--- config.mk ---
export PLATFORM = sky130hd
export DESIGN_NAME = smc_step_unit_flat
export DESIGN_NICKNAME = d
export VERILOG_FILES = /design/src/verilog/smc_pkg.sv /design/src/verilog/smc_link_if.sv /design/src/verilog/smc_step_unit.sv /design/src/flat_wrapper.sv
export VERILOG_INCLUDE_DIRS = /design/src /design/src/verilog
export SDC_FILE = /design/constraint.sdc
export NUM_CORES = 1
export LEC_CHECK = 0
export BUFFER_PORTS_ARGS = -buffer_cell sky130_fd_sc_hd__buf_2
export CAP_MARGIN = 40
export CORE_MARGIN = 5
export CORE_UTILIZATION = 60
export DETAILED_ROUTE_END_ITERATION = 10
export GPL_ROUTABILITY_DRIVEN = 0
export PLACE_DENSITY = 0.88
export REMOVE_ABC_BUFFERS = 1
export SLEW_MARGIN = 20
export SYNTH_ARGS = -nofsm -noshare
export SYNTH_HDL_FRONTEND = slang
export SYNTH_SLANG_ARGS = --single-unit
export TNS_END_PERCENT = 30
--- constraint.sdc ---
create_clock -name CLK_IN -period 4.5 [get_ports CLK_IN]
set_input_delay 0.225 -clock CLK_IN [delete_from_list [all_inputs] [get_ports CLK_IN]]
set_output_delay 0.225 -clock CLK_IN [all_outputs]
set_load 0.01 [all_outputs]
--- src/verilog/smc_consts.svh ---
// How it works
// - CRC step: condition is head0 xor second0
// - CRC step shifts head:second right, condition bit into head bit 15
// - Three-bit ALU field, applied when condition set
// - Two-bit field selects condition bit source
// - Select 0: helpers hold, operand is muldiv
// - Shift codes 001 to 011 on head, 000 no shift
// - Shift code 100 on second, 101 to 111 on pair
// - Listed step opcodes decode through common fields
// - Software loads reversed polynomial into muldiv
// - CRC polynomial x16+x12+x5+1, xor on one
// - Eight steps per byte, sixteen per word
// - X.25 starts all ones, inverts; Kermit zero
// - Non-reflected CRCs need software bit reversal
// Purpose: constants for the step math unit
// Assumes: 16-bit core datapath
// Notes: opcode field positions and known step opcodes
`ifndef SMC_CONSTS_SVH
`define SMC_CONSTS_SVH
`define SMC_PREFIX 4'hA
`define SMC_PFX_HI 15
`define SMC_PFX_LO 12
`define SMC_ALU_HI 11
`define SMC_ALU_LO 9
`define SMC_RSEL 8
`define SMC_YY_HI 7
`define SMC_YY_LO 6
`define SMC_IR3 3
`define SMC_SH_HI 3
`define SMC_SH_LO 1
`define SMC_IR0 0
`define SMC_OP_CRC 16'hAADE
`define SMC_OP_SHL17 16'hA012
`define SMC_OP_UMUL 16'hA89C
`define SMC_OP_BREV 16'hA196
`define SMC_CRC_POLY_REV 16'h8408
`define SMC_CRC_INIT_X25 16'hFFFF
`define SMC_RESET_WORD 16'h0000
`endif

--- src/verilog/smc_pkg.sv ---
// Purpose: types for the step math unit
// Assumes: nothing
// Notes: ALU and shift enums follow the opcode field encodings
package smc_pkg;
  typedef enum logic [2:0] {
    ALU_NONE, ALU_AND, ALU_SUB, ALU_OR, ALU_ADD, ALU_XOR, ALU_RSUB, ALU_LOAD
  } smc_alu_t;
  typedef enum logic [2:0] {
    SH_NONE, SH_HEAD_L, SH_HEAD_RS, SH_HEAD_RC,
    SH_SECOND_L, SH_PAIR_L, SH_PAIR_RS, SH_PAIR_RC
  } smc_shift_t;
  typedef enum logic {
    ST_IDLE, ST_RUN
  } smc_state_t;
  typedef struct packed {
    logic [15:0] head;
    logic [15:0] second;
    logic [15:0] muldiv_operand_reg;
    logic [15:0] root_helper_reg;
    logic extended_carry_hi;
    logic extended_carry_lo;
    logic step_condition_bit;
    logic done;
  } smc_unit_t;
  typedef struct packed {
    smc_state_t state;
    logic [15:0] instr;
    logic valid;
    logic [15:0] load_data;
    logic [1:0] load_sel;
    logic load;
  } smc_core_t;
endpackage

--- src/verilog/smc_link_if.sv ---
// Purpose: carrier between core side and step unit
// Assumes: one clock
// Notes: load_sel 0 head, 1 second, 2 muldiv, 3 helper
`timescale 1ns/1ns
interface smc_link_if;
  logic [15:0] instr;
  logic valid;
  logic load;
  logic [1:0] load_sel;
  logic [15:0] load_data;
  logic [15:0] head;
  logic [15:0] second;
  logic [15:0] muldiv;
  logic [15:0] helper;
  logic cond;
  logic done;
  modport unit (input instr, valid, load, load_sel, load_data,
                output head, second, muldiv, helper, cond, done);
  modport core (output instr, valid, load, load_sel, load_data,
                input head, second, muldiv, helper, cond, done);
endinterface

--- src/verilog/smc_step_unit.sv ---
// Purpose: single-cycle step math datapath with CRC step
// Assumes: core issues one step or load per valid cycle
// Notes: state registers other than the two extended carry bits are the link outputs
//
// The implementer's own choices: the register addresses and the Avalon-MM slave port.
`timescale 1ns/1ns
`include "smc_consts.svh"
module smc_step_unit (
  // Clock and reset
  input wire logic CLK_IN,
  input wire logic RESETN_IN,
  // Link
  smc_link_if.unit LINK
);
  smc_pkg::smc_unit_t st_ff;
  smc_pkg::smc_unit_t nxt_st;
  logic [15:0] ir;
  smc_pkg::smc_alu_t alu_op;
  smc_pkg::smc_shift_t sh_op;
  logic rsel;
  logic [1:0] yy;
  logic [15:0] operand;
  logic [17:0] w;
  logic [16:0] sum;
  logic arith;
  logic base_cond;
  logic cond;
  logic step_ok;

  always_comb begin
    ir = LINK.instr;
    alu_op = smc_pkg::smc_alu_t'(ir[`SMC_ALU_HI:`SMC_ALU_LO]);
    sh_op = smc_pkg::smc_shift_t'(ir[`SMC_SH_HI:`SMC_SH_LO]);
    rsel = ir[`SMC_RSEL];
    yy = ir[`SMC_YY_HI:`SMC_YY_LO];
    step_ok = LINK.valid && (ir[`SMC_PFX_HI:`SMC_PFX_LO] == `SMC_PREFIX);
    // Helper operand when select set, muldiv otherwise
    operand = rsel ? st_ff.root_helper_reg : st_ff.muldiv_operand_reg;
    arith = (alu_op == smc_pkg::ALU_SUB) || (alu_op == smc_pkg::ALU_ADD) ||
            (alu_op == smc_pkg::ALU_RSUB);
    unique case (alu_op)
      smc_pkg::ALU_SUB: sum = {1'b0, st_ff.head} + {1'b0, ~operand} + 17'h00001;
      smc_pkg::ALU_RSUB: sum = {1'b0, operand} + {1'b0, ~st_ff.head} + 17'h00001;
      default: sum = {1'b0, st_ff.head} + {1'b0, operand};
    endcase
    base_cond = arith ? sum[16] : ir[`SMC_IR0];
    unique case (yy)
      2'h0: cond = base_cond;
      2'h1: cond = base_cond | st_ff.extended_carry_hi;
      2'h2: cond = ir[`SMC_IR3] ? st_ff.second[0] : st_ff.head[0];
      default: cond = st_ff.head[0] ^ st_ff.second[0];
    endcase
    w = {st_ff.extended_carry_hi, st_ff.extended_carry_lo, st_ff.head};
    if (cond) begin
      unique case (alu_op)
        smc_pkg::ALU_NONE: w = w;
        smc_pkg::ALU_AND: w[15:0] = st_ff.head & operand;
        smc_pkg::ALU_SUB: w = {sum[16], sum[16], sum[15:0]};
        smc_pkg::ALU_OR: w[15:0] = st_ff.head | operand;
        smc_pkg::ALU_ADD: w = {sum[16], sum[16], sum[15:0]};
        smc_pkg::ALU_XOR: w[15:0] = st_ff.head ^ operand;
        smc_pkg::ALU_RSUB: w = {sum[16], sum[16], sum[15:0]};
        smc_pkg::ALU_LOAD: w[15:0] = operand;
      endcase
    end
    nxt_st = st_ff;
    nxt_st.done = 1'b0;
    if (LINK.load) begin
      unique case (LINK.load_sel)
        2'h0: nxt_st.head = LINK.load_data;
        2'h1: nxt_st.second = LINK.load_data;
        2'h2: nxt_st.muldiv_operand_reg = LINK.load_data;
        default: nxt_st.root_helper_reg = LINK.load_data;
      endcase
    end else if (step_ok) begin
      // All updates commit together at this edge
      nxt_st.done = 1'b1;
      nxt_st.step_condition_bit = cond;
      unique case (sh_op)
        smc_pkg::SH_NONE: {nxt_st.extended_carry_hi, nxt_st.extended_carry_lo,
          nxt_st.head} = w;
        smc_pkg::SH_HEAD_L: {nxt_st.extended_carry_hi, nxt_st.extended_carry_lo,
          nxt_st.head} = {w[16:0], cond};
        smc_pkg::SH_HEAD_RS: {nxt_st.extended_carry_hi, nxt_st.extended_carry_lo,
          nxt_st.head} = {w[17], w[17], w[16:1]};
        smc_pkg::SH_HEAD_RC: {nxt_st.extended_carry_hi, nxt_st.extended_carry_lo,
          nxt_st.head} = {w[17], w[17], cond, w[15:1]};
        smc_pkg::SH_SECOND_L: begin
          {nxt_st.extended_carry_hi, nxt_st.extended_carry_lo, nxt_st.head} = w;
          nxt_st.second = {st_ff.second[14:0], cond};
        end
        smc_pkg::SH_PAIR_L: begin
          {nxt_st.extended_carry_hi, nxt_st.extended_carry_lo, nxt_st.head} =
            {w[16:0], st_ff.second[15]};
          nxt_st.second = {st_ff.second[14:0], cond};
        end
        smc_pkg::SH_PAIR_RS: begin
          {nxt_st.extended_carry_hi, nxt_st.extended_carry_lo, nxt_st.head} =
            {w[17], w[17], w[16:1]};
          nxt_st.second = {w[0], st_ff.second[15:1]};
        end
        smc_pkg::SH_PAIR_RC: begin
          // CRC step lands here with condition bit into head bit 15
          {nxt_st.extended_carry_hi, nxt_st.extended_carry_lo, nxt_st.head} =
            {w[17], w[17], cond, w[15:1]};
          nxt_st.second = {w[0], st_ff.second[15:1]};
        end
      endcase
      if (rsel) begin
        nxt_st.root_helper_reg = {1'b0, st_ff.root_helper_reg[15:1]};
        if (cond) begin
          nxt_st.muldiv_operand_reg = st_ff.muldiv_operand_reg |
            st_ff.root_helper_reg;
        end
      end
    end
  end

  always_ff @(posedge CLK_IN or negedge RESETN_IN) begin
    if (!RESETN_IN) begin
      st_ff <= '0;
    end else begin
      st_ff <= nxt_st;
    end
  end

  assign LINK.head = st_ff.head;
  assign LINK.second = st_ff.second;
  assign LINK.muldiv = st_ff.muldiv_operand_reg;
  assign LINK.helper = st_ff.root_helper_reg;
  assign LINK.cond = st_ff.step_condition_bit;
  assign LINK.done = st_ff.done;
endmodule
--- src/flat_wrapper.sv ---
// flat-port wrapper written by rule: the top's interface ports become plain ports
module smc_step_unit_flat 
  (CLK_IN, RESETN_IN, LINK_instr, LINK_valid, LINK_load, LINK_load_sel, LINK_load_data, LINK_head, LINK_second, LINK_muldiv, LINK_helper, LINK_cond, LINK_done);
  smc_link_if LINK_i ();
  input wire logic CLK_IN;
  input wire logic RESETN_IN;
  input wire logic [$bits(LINK_i.instr)-1:0] LINK_instr;
  input wire logic [$bits(LINK_i.valid)-1:0] LINK_valid;
  input wire logic [$bits(LINK_i.load)-1:0] LINK_load;
  input wire logic [$bits(LINK_i.load_sel)-1:0] LINK_load_sel;
  input wire logic [$bits(LINK_i.load_data)-1:0] LINK_load_data;
  output wire logic [$bits(LINK_i.head)-1:0] LINK_head;
  output wire logic [$bits(LINK_i.second)-1:0] LINK_second;
  output wire logic [$bits(LINK_i.muldiv)-1:0] LINK_muldiv;
  output wire logic [$bits(LINK_i.helper)-1:0] LINK_helper;
  output wire logic [$bits(LINK_i.cond)-1:0] LINK_cond;
  output wire logic [$bits(LINK_i.done)-1:0] LINK_done;
  assign LINK_i.instr = LINK_instr;
  assign LINK_i.valid = LINK_valid;
  assign LINK_i.load = LINK_load;
  assign LINK_i.load_sel = LINK_load_sel;
  assign LINK_i.load_data = LINK_load_data;
  assign LINK_head = LINK_i.head;
  assign LINK_second = LINK_i.second;
  assign LINK_muldiv = LINK_i.muldiv;
  assign LINK_helper = LINK_i.helper;
  assign LINK_cond = LINK_i.cond;
  assign LINK_done = LINK_i.done;
  smc_step_unit u_core (.CLK_IN(CLK_IN), .RESETN_IN(RESETN_IN), .LINK(LINK_i));
endmodule
* Word level (Yosys, flattened, before mapping) *
Index checks and enable logic that the tools add are counted.
Widths: inputs -> output; s select.

word-level totals
  register bits = 68
  RAM bits = 0
  output and inout bits = 66
  input port bits = 38
  bits in latches = 0
  memories = 0
  memory bits (read-only) = 0

operators by class
  bitwise gates (word level) = 9
  shifts and indexed selects = 0
  divide/modulo/power cells = 0
  $mul = 0
  equal/unequal tests = 23
  add/subtract/negate cells = 5
  reductions and logical operators = 25
  multiplexer cells = 20
  order comparisons = 0

operator list
  cell                   number
  $mux 16                6
  $pmux 16 s6            1
  $pmux 16 s5            1
  $mux 68                1
  $mux 64                1
  $add 16x16->17         3
  $add 17x1->17 const B  2
  $pmux 17 s2            1
  $mux 32                1
  $not 16->16            2
  $or 16x16->16          2
  $pmux 16 s2            1
  $eq 3x3->1 const B     8
  $mux 18                1
  $and 16x16->16         1
  $xor 16x16->16         1
  $eq 3x2->1 const B     4
  $reduce_or 2->1        6
  $eq 3x1->1 const B     2
  $logic_not 3->1        2
  $ne 2x1->1 const B     3
  $pmux 2 s3             1
  $reduce_and 3->1       2
  $reduce_bool 2->1      3
  18 further kinds       26

* Depth between registers and ports, before layout *
Gate-level depths: netlist (run 1).

  word-level depth = 12
  mapped depth = 18
  depth with buffers taken out = 14

* Least setup slack after synthesis (run 1) *
OpenSTA, ideal clock, no wires.

  path kind = input -> register
  start point = in LINK_instr[8]
  end point = reg u_core.st_ff, in the netlist u_core.LINK.head[3]
  library setup time = 0.147 ns
  arrival time = 3.458 ns
  data required time = 4.353 ns
  slack = 0.896 ns
  stages = 17
  path through = buf_2 -> buf_2 -> mux2i_1 -> inv_1 -> ha_1 -> inv_1 -> fa_1 -> nor2b_4 -> o31ai_2 -> a31oi_2 -> a21o_1 -> a22o_4 -> nand2b_4 -> buf_6 -> mux2_4 -> a222oi_1 -> o221ai_1

on the way
  cells in the longest elaborated chain, start to end = 12
  elaborated cells on any way between the ends = 19

RTL lines
  what                    line                  text
  start: declaration      flat_wrapper.sv:7     input wire logic [$bits(LINK_i.instr)-1:0] LINK_instr;
  $mux 16 *               smc_step_unit.sv:38   operand = rsel ? st_ff.root_helper_reg : st_ff.muldiv_operand_reg;
  $not 16->16             smc_step_unit.sv:42   smc_pkg::ALU_SUB: sum = {1'b0, st_ff.head} + {1'b0, ~operand} + 17'h00001;
  $add 16x16->17          smc_step_unit.sv:42
  $add 17x1->17           smc_step_unit.sv:42
  $pmux 17 s2             smc_step_unit.sv:41   unique case (alu_op)
  $mux 1                  smc_step_unit.sv:46   base_cond = arith ? sum[16] : ir[`SMC_IR0];
  $or 1x1->1              smc_step_unit.sv:49   2'h1: cond = base_cond | st_ff.extended_carry_hi;
  $pmux 1 s3              smc_step_unit.sv:47   unique case (yy)
  $mux 18 *               smc_step_unit.sv:54   if (cond) begin
  $pmux 16 s5 *           smc_step_unit.sv:79   unique case (sh_op)
  $mux 68 *               smc_step_unit.sv:75   end else if (step_ok) begin
  $mux 64 *               smc_step_unit.sv:68   if (LINK.load) begin
  end signal: assignment  smc_step_unit.sv:123  st_ff <= nxt_st;
  end: declaration        smc_step_unit.sv:15   smc_pkg::smc_unit_t st_ff;

Mark *: on every way between the ends. The rest lies on a longest branch, timed or not. The select of a mux whose other input is x is not followed.
A chain may end at the register's enable or synchronous reset.

* Worst setup path after layout (run 1) *
  start point = reg u_core.st_ff, in the netlist u_core.LINK.helper[14]
  end point = reg u_core.st_ff, in the netlist u_core.LINK.head[12]

on the way
  cells in the longest elaborated chain, start to end = 12
  elaborated cells on any way between the ends = 15

RTL lines
  what            line
  $mux 16 *       smc_step_unit.sv:38
  $not 16->16     smc_step_unit.sv:42
  $add 16x16->17  smc_step_unit.sv:42
  $add 17x1->17   smc_step_unit.sv:42
  $pmux 17 s2 *   smc_step_unit.sv:41
  $mux 1 *        smc_step_unit.sv:46
  $or 1x1->1      smc_step_unit.sv:49
  $pmux 1 s3 *    smc_step_unit.sv:47
  $mux 18 *       smc_step_unit.sv:54
  $pmux 16 s5 *   smc_step_unit.sv:79
  $mux 68 *       smc_step_unit.sv:75
  $mux 64 *       smc_step_unit.sv:68

Marked as above.

==> results of run 1 <==
-- cells in the final DEF, fill, tap and decap left out, types with 6 or more instances in the layout --
| cell type | Yosys | final |
|---|---|---|
| clkbuf_16 | 0 | 9 |
| a211oi_1 | 18 | 18 |
| o211ai_1 | 16 | 16 |
| o21a_1 | 7 | 7 |
| o22ai_1 | 8 | 8 |
| mux4_2 | 11 | 11 |
| ha_1 | 64 | 64 |
| xnor2_1 | 19 | 19 |
| nand2b_1 | 26 | 26 |
| a2bb2oi_1 | 6 | 6 |
| mux2_2 | 25 | 25 |
| a221oi_1 | 6 | 6 |
| nor2b_1 | 12 | 12 |
| a21o_1 | 23 | 23 |
| o21ai_0 | 48 | 48 |
| dfrtp_1 | 68 | 68 |
| a21oi_1 | 109 | 108 |
| nor2_1 | 74 | 74 |
| mux2i_1 | 14 | 14 |
| nand3_1 | 19 | 19 |
| nor3_1 | 18 | 18 |
| nand2_1 | 90 | 90 |
| o2111ai_1 | 6 | 6 |
| o31ai_1 | 8 | 8 |
| buf_2 | 16 | 101 |
| a31oi_1 | 24 | 24 |
| inv_1 | 68 | 68 |
| buf_4 | 67 | 16 |
| nor4_1 | 6 | 6 |
-- through the flow --
| step | instance area (sq um) | worst slack, ns | hold WS (ns) | power, mW |
|---|---|---|---|---|
| final | 8710 | 0.426 | 0.173 | 3.83 |
| after floorplan | 7480 | 1.10 | -0.0706 | 2.36 |
| after global routing | 8710 | 0.212 | 0.171 | 4.05 |
| after CTS | 8710 | 0.547 | 0.159 | 3.76 |
| after detailed placement | 8380 | 0.452 | 0.173 | 3.01 |
| after global placement | 8340 | 0.519 | 0.472 | 2.94 |
-- sequential cells by signal, indices dropped and copies added (netlist names) --
register,cells
u_core.LINK.cond,1
u_core.LINK.done,1
u_core.LINK.head,16
u_core.LINK.helper,16
u_core.LINK.muldiv,16
u_core.LINK.second,16
u_core.st_ff,2
-- worst max path at each step --
stage                                       start                                to  slack [ns]  cells past startpoint
4_1_cts         u_core.LINK.helper[0]$_DFFE_PN0P_   u_core.LINK.head[3]$_DFFE_PN0P_        0.55                     13
5_1_grt         u_core.LINK.helper[0]$_DFFE_PN0P_   u_core.LINK.head[3]$_DFFE_PN0P_        0.21                     13
6_report       u_core.LINK.helper[14]$_DFFE_PN0P_  u_core.LINK.head[12]$_DFFE_PN0P_        0.43                     11
3_5_place_dp                        LINK_instr[8]   u_core.LINK.head[6]$_DFFE_PN0P_        0.45                     14
3_3_place_gp                        LINK_instr[8]   u_core.LINK.head[3]$_DFFE_PN0P_        0.52                     14
2_1_floorplan   u_core.LINK.helper[0]$_DFFE_PN0P_   u_core.LINK.head[3]$_DFFE_PN0P_        1.10                     13
-- cell type report --
cell class	instances	area [sq um]	area share [%]
Multi-Input combinational cell	774	5510	63.2
Sequential cell	68	1700	19.5
Timing Repair Buffer	120	678	7.78
Clock buffer	13	280	3.22
Inverter	73	280	3.22
Tap cell	176	220	2.53
Clock inverter	3	42.5	0.488
-- critical path, cell delays in order, from the launching register on --
cell	delay [ns]
dfrtp_1	0.43
mux2i_1	0.41
ha_1	0.45
clkinv_2	0.18
nand2_1	0.12
nor4_1	0.53
o211ai_1	0.34
a31oi_2	0.45
nor2_2	0.18
a21oi_1	0.43
o221a_2	0.28
o221ai_1	0.11
-- cell families (layout without fill, tap and decap cells) --
kind of cell / Yosys count / count (layout) / share of synthesized area, %
and+or+nand+nor: 280 / 280 / 16.3
xor gates and xnor gates: 20 / 20 / 2.12
AOI/OAI and AO/OA: 355 / 355 / 29.2
adders and majority gates: 67 / 67 / 10.4
buffers and inverters: 193 / 209 / 12.6
muxes: 52 / 52 / 8.62
DFF: 68 / 68 / 20.6
-- synthesized netlist by cell type, types with 11 or more instances --
cell type,number,area (sq um)
o21ai_0,48,240
buf_2,16,80.1
dfrtp_1,68,1700
mux2i_1,14,140
inv_1,68,255
a31oi_1,24,150
a211oi_1,18,135
nor2b_1,12,75.1
nor2_1,74,278
nor3_1,18,90.1
o211ai_1,16,120
mux4_2,11,248
nand2_1,90,338
a21o_1,23,173
buf_4,67,503
a21oi_1,109,546
xnor2_1,19,166
mux2_2,25,282
nand2b_1,26,163
ha_1,64,801
clkbuf_1,27,101
nand3_1,19,95.1
-- layer usage --
metal  global-route usage, %  share of wire (%)
met3                    5.18                 11
met5                       0                  0
met4                    16.5                5.7
met2                    49.8                 45
met1                    41.1                 38
-- power groups by stage --
stage,registers (mW),logic (mW),clock network (mW)
5_1_grt,0.891,2.39,0.768
6_report,0.878,2.21,0.745
3_3_place_gp,0.873,2.07,0
4_1_cts,0.868,2.15,0.745
2_1_floorplan,0.887,1.48,0
3_5_place_dp,0.876,2.13,0
-- timing repair --
action / 4_1_cts / 5_1_grt
gates resized for setup: 0 / 0
hold buffers: 1 / 0
hold endpoints to repair: 12 / 0
==> flow_summary.yaml, run 1 <==
run_status:
  status: "finished, final reports clean"
clocking:
  path_clk_slew_ns: 0.06
  cts_setup_buffers: 0
  cts.sinks: 68
  clock-root-buffer: "clkbuf_16"
  clockBufferDepth: 2
  insertion_delay_ns: 0.33
  htreeDepth: 3
  cts_buffers: 9
  cts_tree: "done"
pwr:
  clkPwrFrac_pct: 19.4
  combPwrFrac_pct: 57.7
  pwr-share-seq_pct: 22.9
  p_switching_mw: 1.75
  powerDensity_nw_per_um2: 440
  vdd_drop_max_uv: 335
  switching_share_pct: 45.6
  p_int_mw: 2.08
  power.leakage_nw: 3.99
die:
  rows: 42
  core_area_sq_um: 13300
  die_x_microns: 127
  die-height_microns: 127
  start_util_pct: 61.8
  io_pins: 104
  die_area_sq_um: 16200
critical_path:
  worstPathMaxFanout: 9
  r2r-start: "u_core.LINK.helper[14]$_DFFE_PN0P_"
  critPathRequiredTime_ns: 4.67
  ff2ff_path_depth: 11
  worstPathArrival_ns: 4.25
  cp-end-kind: "flip-flop"
  reg2reg_to: "u_core.LINK.head[12]$_DFFE_PN0P_"
  critical_path.startpoint_type: "flip-flop"
  crit_type: "flip-flop to flip-flop"
  r2r_slack_ns: 0.43
route:
  vias: 8439
  first_pass_iters: 7
  finalWirelength_microns: 26100
  antenna_left: 0
  route.detailed.drc: 0
  wl_per_cell_microns: 21.3
  drt-vias-per-instance: 6.88
  first_iter_violations: 1028
worst_hold_path:
  hold_depth: 2
  hold_end: "u_core.LINK.helper[15]$_DFFE_PN0P_"
  min_from: "LINK_load_data[15]"
  hold_class: "primary input to flip-flop"
layout:
  final_util_pct: 65.3
  final_nets: 1151
  final_cells: 1227
  fillers: 1083
  drive_above_1_share_pct: 19.4
  syn_to_final_growth_pct: 5.69
  insertedDiodeCount: 0
timing:
  rsz0062_at_grt: "no"
  fin_skew_ns: 0.00307
  slew_violations: 0
  fmax_mhz: 245
  tightest_slew_ns: 0.839
  final.setup.tns_ns: 0
  fin_crit_sh_pct: 90.5
  relSlewSlack_pct: 44.1
  setup_violations: 0
  min_period_ns: 4.07
  hold_viol: 0
synthesis:
  ys_seq_elements: 68
  synth_cell_types: 92
  postSynthCellCount: 1035
  ys_seq_area_share_pct: 20.6
  avgSynthCellArea_sq_um: 7.97
  synth_edf_count: 0
  yosys_warnings: 0
  netlist_area_sq_um: 8240
  synth_ff_type: "dfrtp_1"
  async_reset_ff_share_pct: 100
grt:
  grt_start_max_net_pins: 57
  grt_usage_pct: 31.3
  grt_pass1_wl_microns: 41500
  grt-ovfl-total: 0
  grt_pass1_vias: 8053
  antenna_found_initial: 0
place:
  hpwl_microns: 19400
  dp_cells: 1210
  io_buffers: 101
job:
  cap_violations: 0
(Power assumes the default switching activity.)
==> run 2, diff against run 1 <==
- ABC_AREA: not set -> 1
==> flow_summary.yaml, run 2 <==
run_status:
  status: "finished, final reports clean"
grt:
  grt-ovfl-total: 0
  grt_start_max_net_pins: 40
  grt_pass1_vias: 8700
  grt_usage_pct: 30.7
  antenna_found_initial: 0
  grt_pass1_wl_microns: 41500
synthesis:
  postSynthCellCount: 1342
  synth_cell_types: 51
  synthTopCellsByArea: "dfrtp_1 20%, nand2_1 16%, ha_1 9.6%"
  synth_ff_type: "dfrtp_1"
  synthTopCellsByCount: "348 x nand2_1, 151 x inv_1, 149 x o21ai_0"
  netlist_area_sq_um: 8360
  ys_seq_area_share_pct: 20.4
  ys_seq_elements: 68
  async_reset_ff_share_pct: 100
  avgSynthCellArea_sq_um: 6.23
  yosys_warnings: 0
  yosys.area.top_type_share_pct: 20.4
  synth_edf_count: 0
  synth_most_common_cell: "nand2_1"
  synth_top_area_cell: "dfrtp_1"
critical_path:
  crit_type: "flip-flop to flip-flop"
  crit_chain: "o21ai_0, ha_1, nor2_1, inv_1, nor2_2, nand2_1, nand2_1, nand2_1, nand2_1, nand2_2, nand4_4, nand2_4, nand2_4, nand2_2, o21ai_2, buf_4, nor2_1, a31oi_1"
  critPathRequiredTime_ns: 4.75
  worstPathMaxFanout: 32
  crit_buf_inv: 2
  cpLargestDelayFamily: "simple AND/OR/NAND/NOR gates"
  critical_path.startpoint_type: "flip-flop"
  critical_path.max_stage_delay_ns: 0.52
  crit_path_top_delay_cell: "o21ai_0"
  timing.critical_path.mode_cell: "nand2_1"
  cp-end-kind: "flip-flop"
  r2r_slack_ns: 0.66
  worstPathArrival_ns: 4.08
die:
  rows: 43
  die_x_microns: 128
  io_pins: 104
  die_area_sq_um: 16400
  core_area_sq_um: 13800
  die-height_microns: 128
  start_util_pct: 60.7
clocking:
  path_clk_slew_ns: 0.05
  clockBufferDepth: 2
  clock-root-buffer: "clkbuf_16"
  insertion_delay_ns: 0.34
  cts.sinks: 68
  cts_tree: "done"
  ctsHoldBuffers: 1
  htreeDepth: 3
  cts_setup_buffers: 0
  cts_buffers: 9
  post_cts_resized: 0
timing:
  fmax_mhz: 261
  finalWorstSetupSlack_ns: 0.665
  relSlewSlack_pct: 46.5
  fin_skew_ns: 0.00429
  min_period_ns: 3.84
  setup_violations: 0
  hold_viol: 0
  final.setup.tns_ns: 0
  rsz0062_at_grt: "no"
  fin_crit_sh_pct: 85.2
  hold_slack_ns: 0.149
  tightest_slew_ns: 0.801
  slew_violations: 0
layout:
  final_cell_mix: "348 x nand2_1, 151 x inv_1, 149 x o21ai_0"
  insertedDiodeCount: 0
  fin_area_sq_um: 8850
  syn_to_final_growth_pct: 5.88
  final_cells: 1540
  final_nets: 1460
  final_util_pct: 64.3
  drive_above_1_share_pct: 13.1
  layout_commonest_cell: "nand2_1"
place:
  dpl_cell_area_sq_um: 8470
  dp_cells: 1522
  hpwl_microns: 19500
  io_buffers: 101
  preCtsSetupSlack_ns: 0.548
pwr:
  vdd_drop_max_uv: 291
  powerDensity_nw_per_um2: 415
  power_mw: 3.67
  power.leakage_nw: 4.61
route:
  top_layer_used: "met4"
  wl_met2_microns: 11700
  antenna_left: 0
  first_pass_iters: 5
  wl_per_cell_microns: 16.5
  first_iter_violations: 1084
  route.met3.wl_microns: 2240
  finalWirelength_microns: 25400
  wl_met1_microns: 10400
  route.detailed.drc: 0
  drt-vias-per-instance: 6.01
  vias: 9259
job:
  cap_violations: 0
worst_hold_path:
  hold_class: "primary input to flip-flop"
==> run 2: layer usage <==
| layer | global-route usage (%) | vias up |
|---|---|---|
| li1 | - | 4365 |
| met1 | 40.0 | 4246 |
| met2 | 50.3 | 558 |
| met3 | 4.88 | 90 |
| met4 | 13.6 | 0 |
| met5 | 0 | - |
==> run 2: report_power, final <==
group	leakage, nW	internal (mW)	switching, mW
clock	0.173	0.570	0.259
sequential	0.837	0.720	0.132
combinational	3.60	0.662	1.33
total	4.61	1.95	1.72
==> run 2: cell type report <==
type,count,area (sq um)
flip-flops and latches,68,1700
repair buffers,118,659
well taps,180,225
fillers,1242,4920
clock inverters,4,95.1
inverters,164,616
multi-input cells,994,5300
clock buffers,12,256
==> run 2: logic make-up after synthesis <==
kind of cell             share of synthesized area (%)
AO/OA/AOI/OAI                                     19.0
XOR/XNOR                                         0.838
adder cells (fa/ha/maj)                           10.3
buffers and inverters                             16.3
flip-flops                                        20.4
AND/OR/NAND/NOR                                   33.1
==> run 2: final timing paths <==
| path | start | endpoint | cells past startpoint |
|---|---|---|---|
| hold / removal | LINK_load_data[15] | u_core.LINK.helper[15]$_DFFE_PN0P_ | 3 |
| min in group asynchronous | RESETN_IN | u_core.LINK.helper[12]$_DFFE_PN0P_ | 3 |
| max in group asynchronous | RESETN_IN | u_core.LINK.helper[0]$_DFFE_PN0P_ | 4 |
| hold reg to reg | u_core.LINK.cond$_DFFE_PN0P_ | u_core.LINK.cond$_DFFE_PN0P_ | 2 |
| setup reg to reg | u_core.LINK.muldiv[5]$_DFFE_PN0P_ | u_core.LINK.muldiv[15]$_DFFE_PN0P_ | 18 |
| setup / recovery | u_core.LINK.muldiv[5]$_DFFE_PN0P_ | u_core.LINK.muldiv[15]$_DFFE_PN0P_ | 18 |
==> run 2: worst reg2reg max path: cells and delay by family (launching register included) <==
kind                     cells  cell delay (ns)
flip-flops                   1             0.40
buffers and inverters        2             0.44
AND/OR/NAND/NOR             12             1.46
adder cells (fa/ha/maj)      1             0.50
AO/OA/AOI/OAI                3             0.94
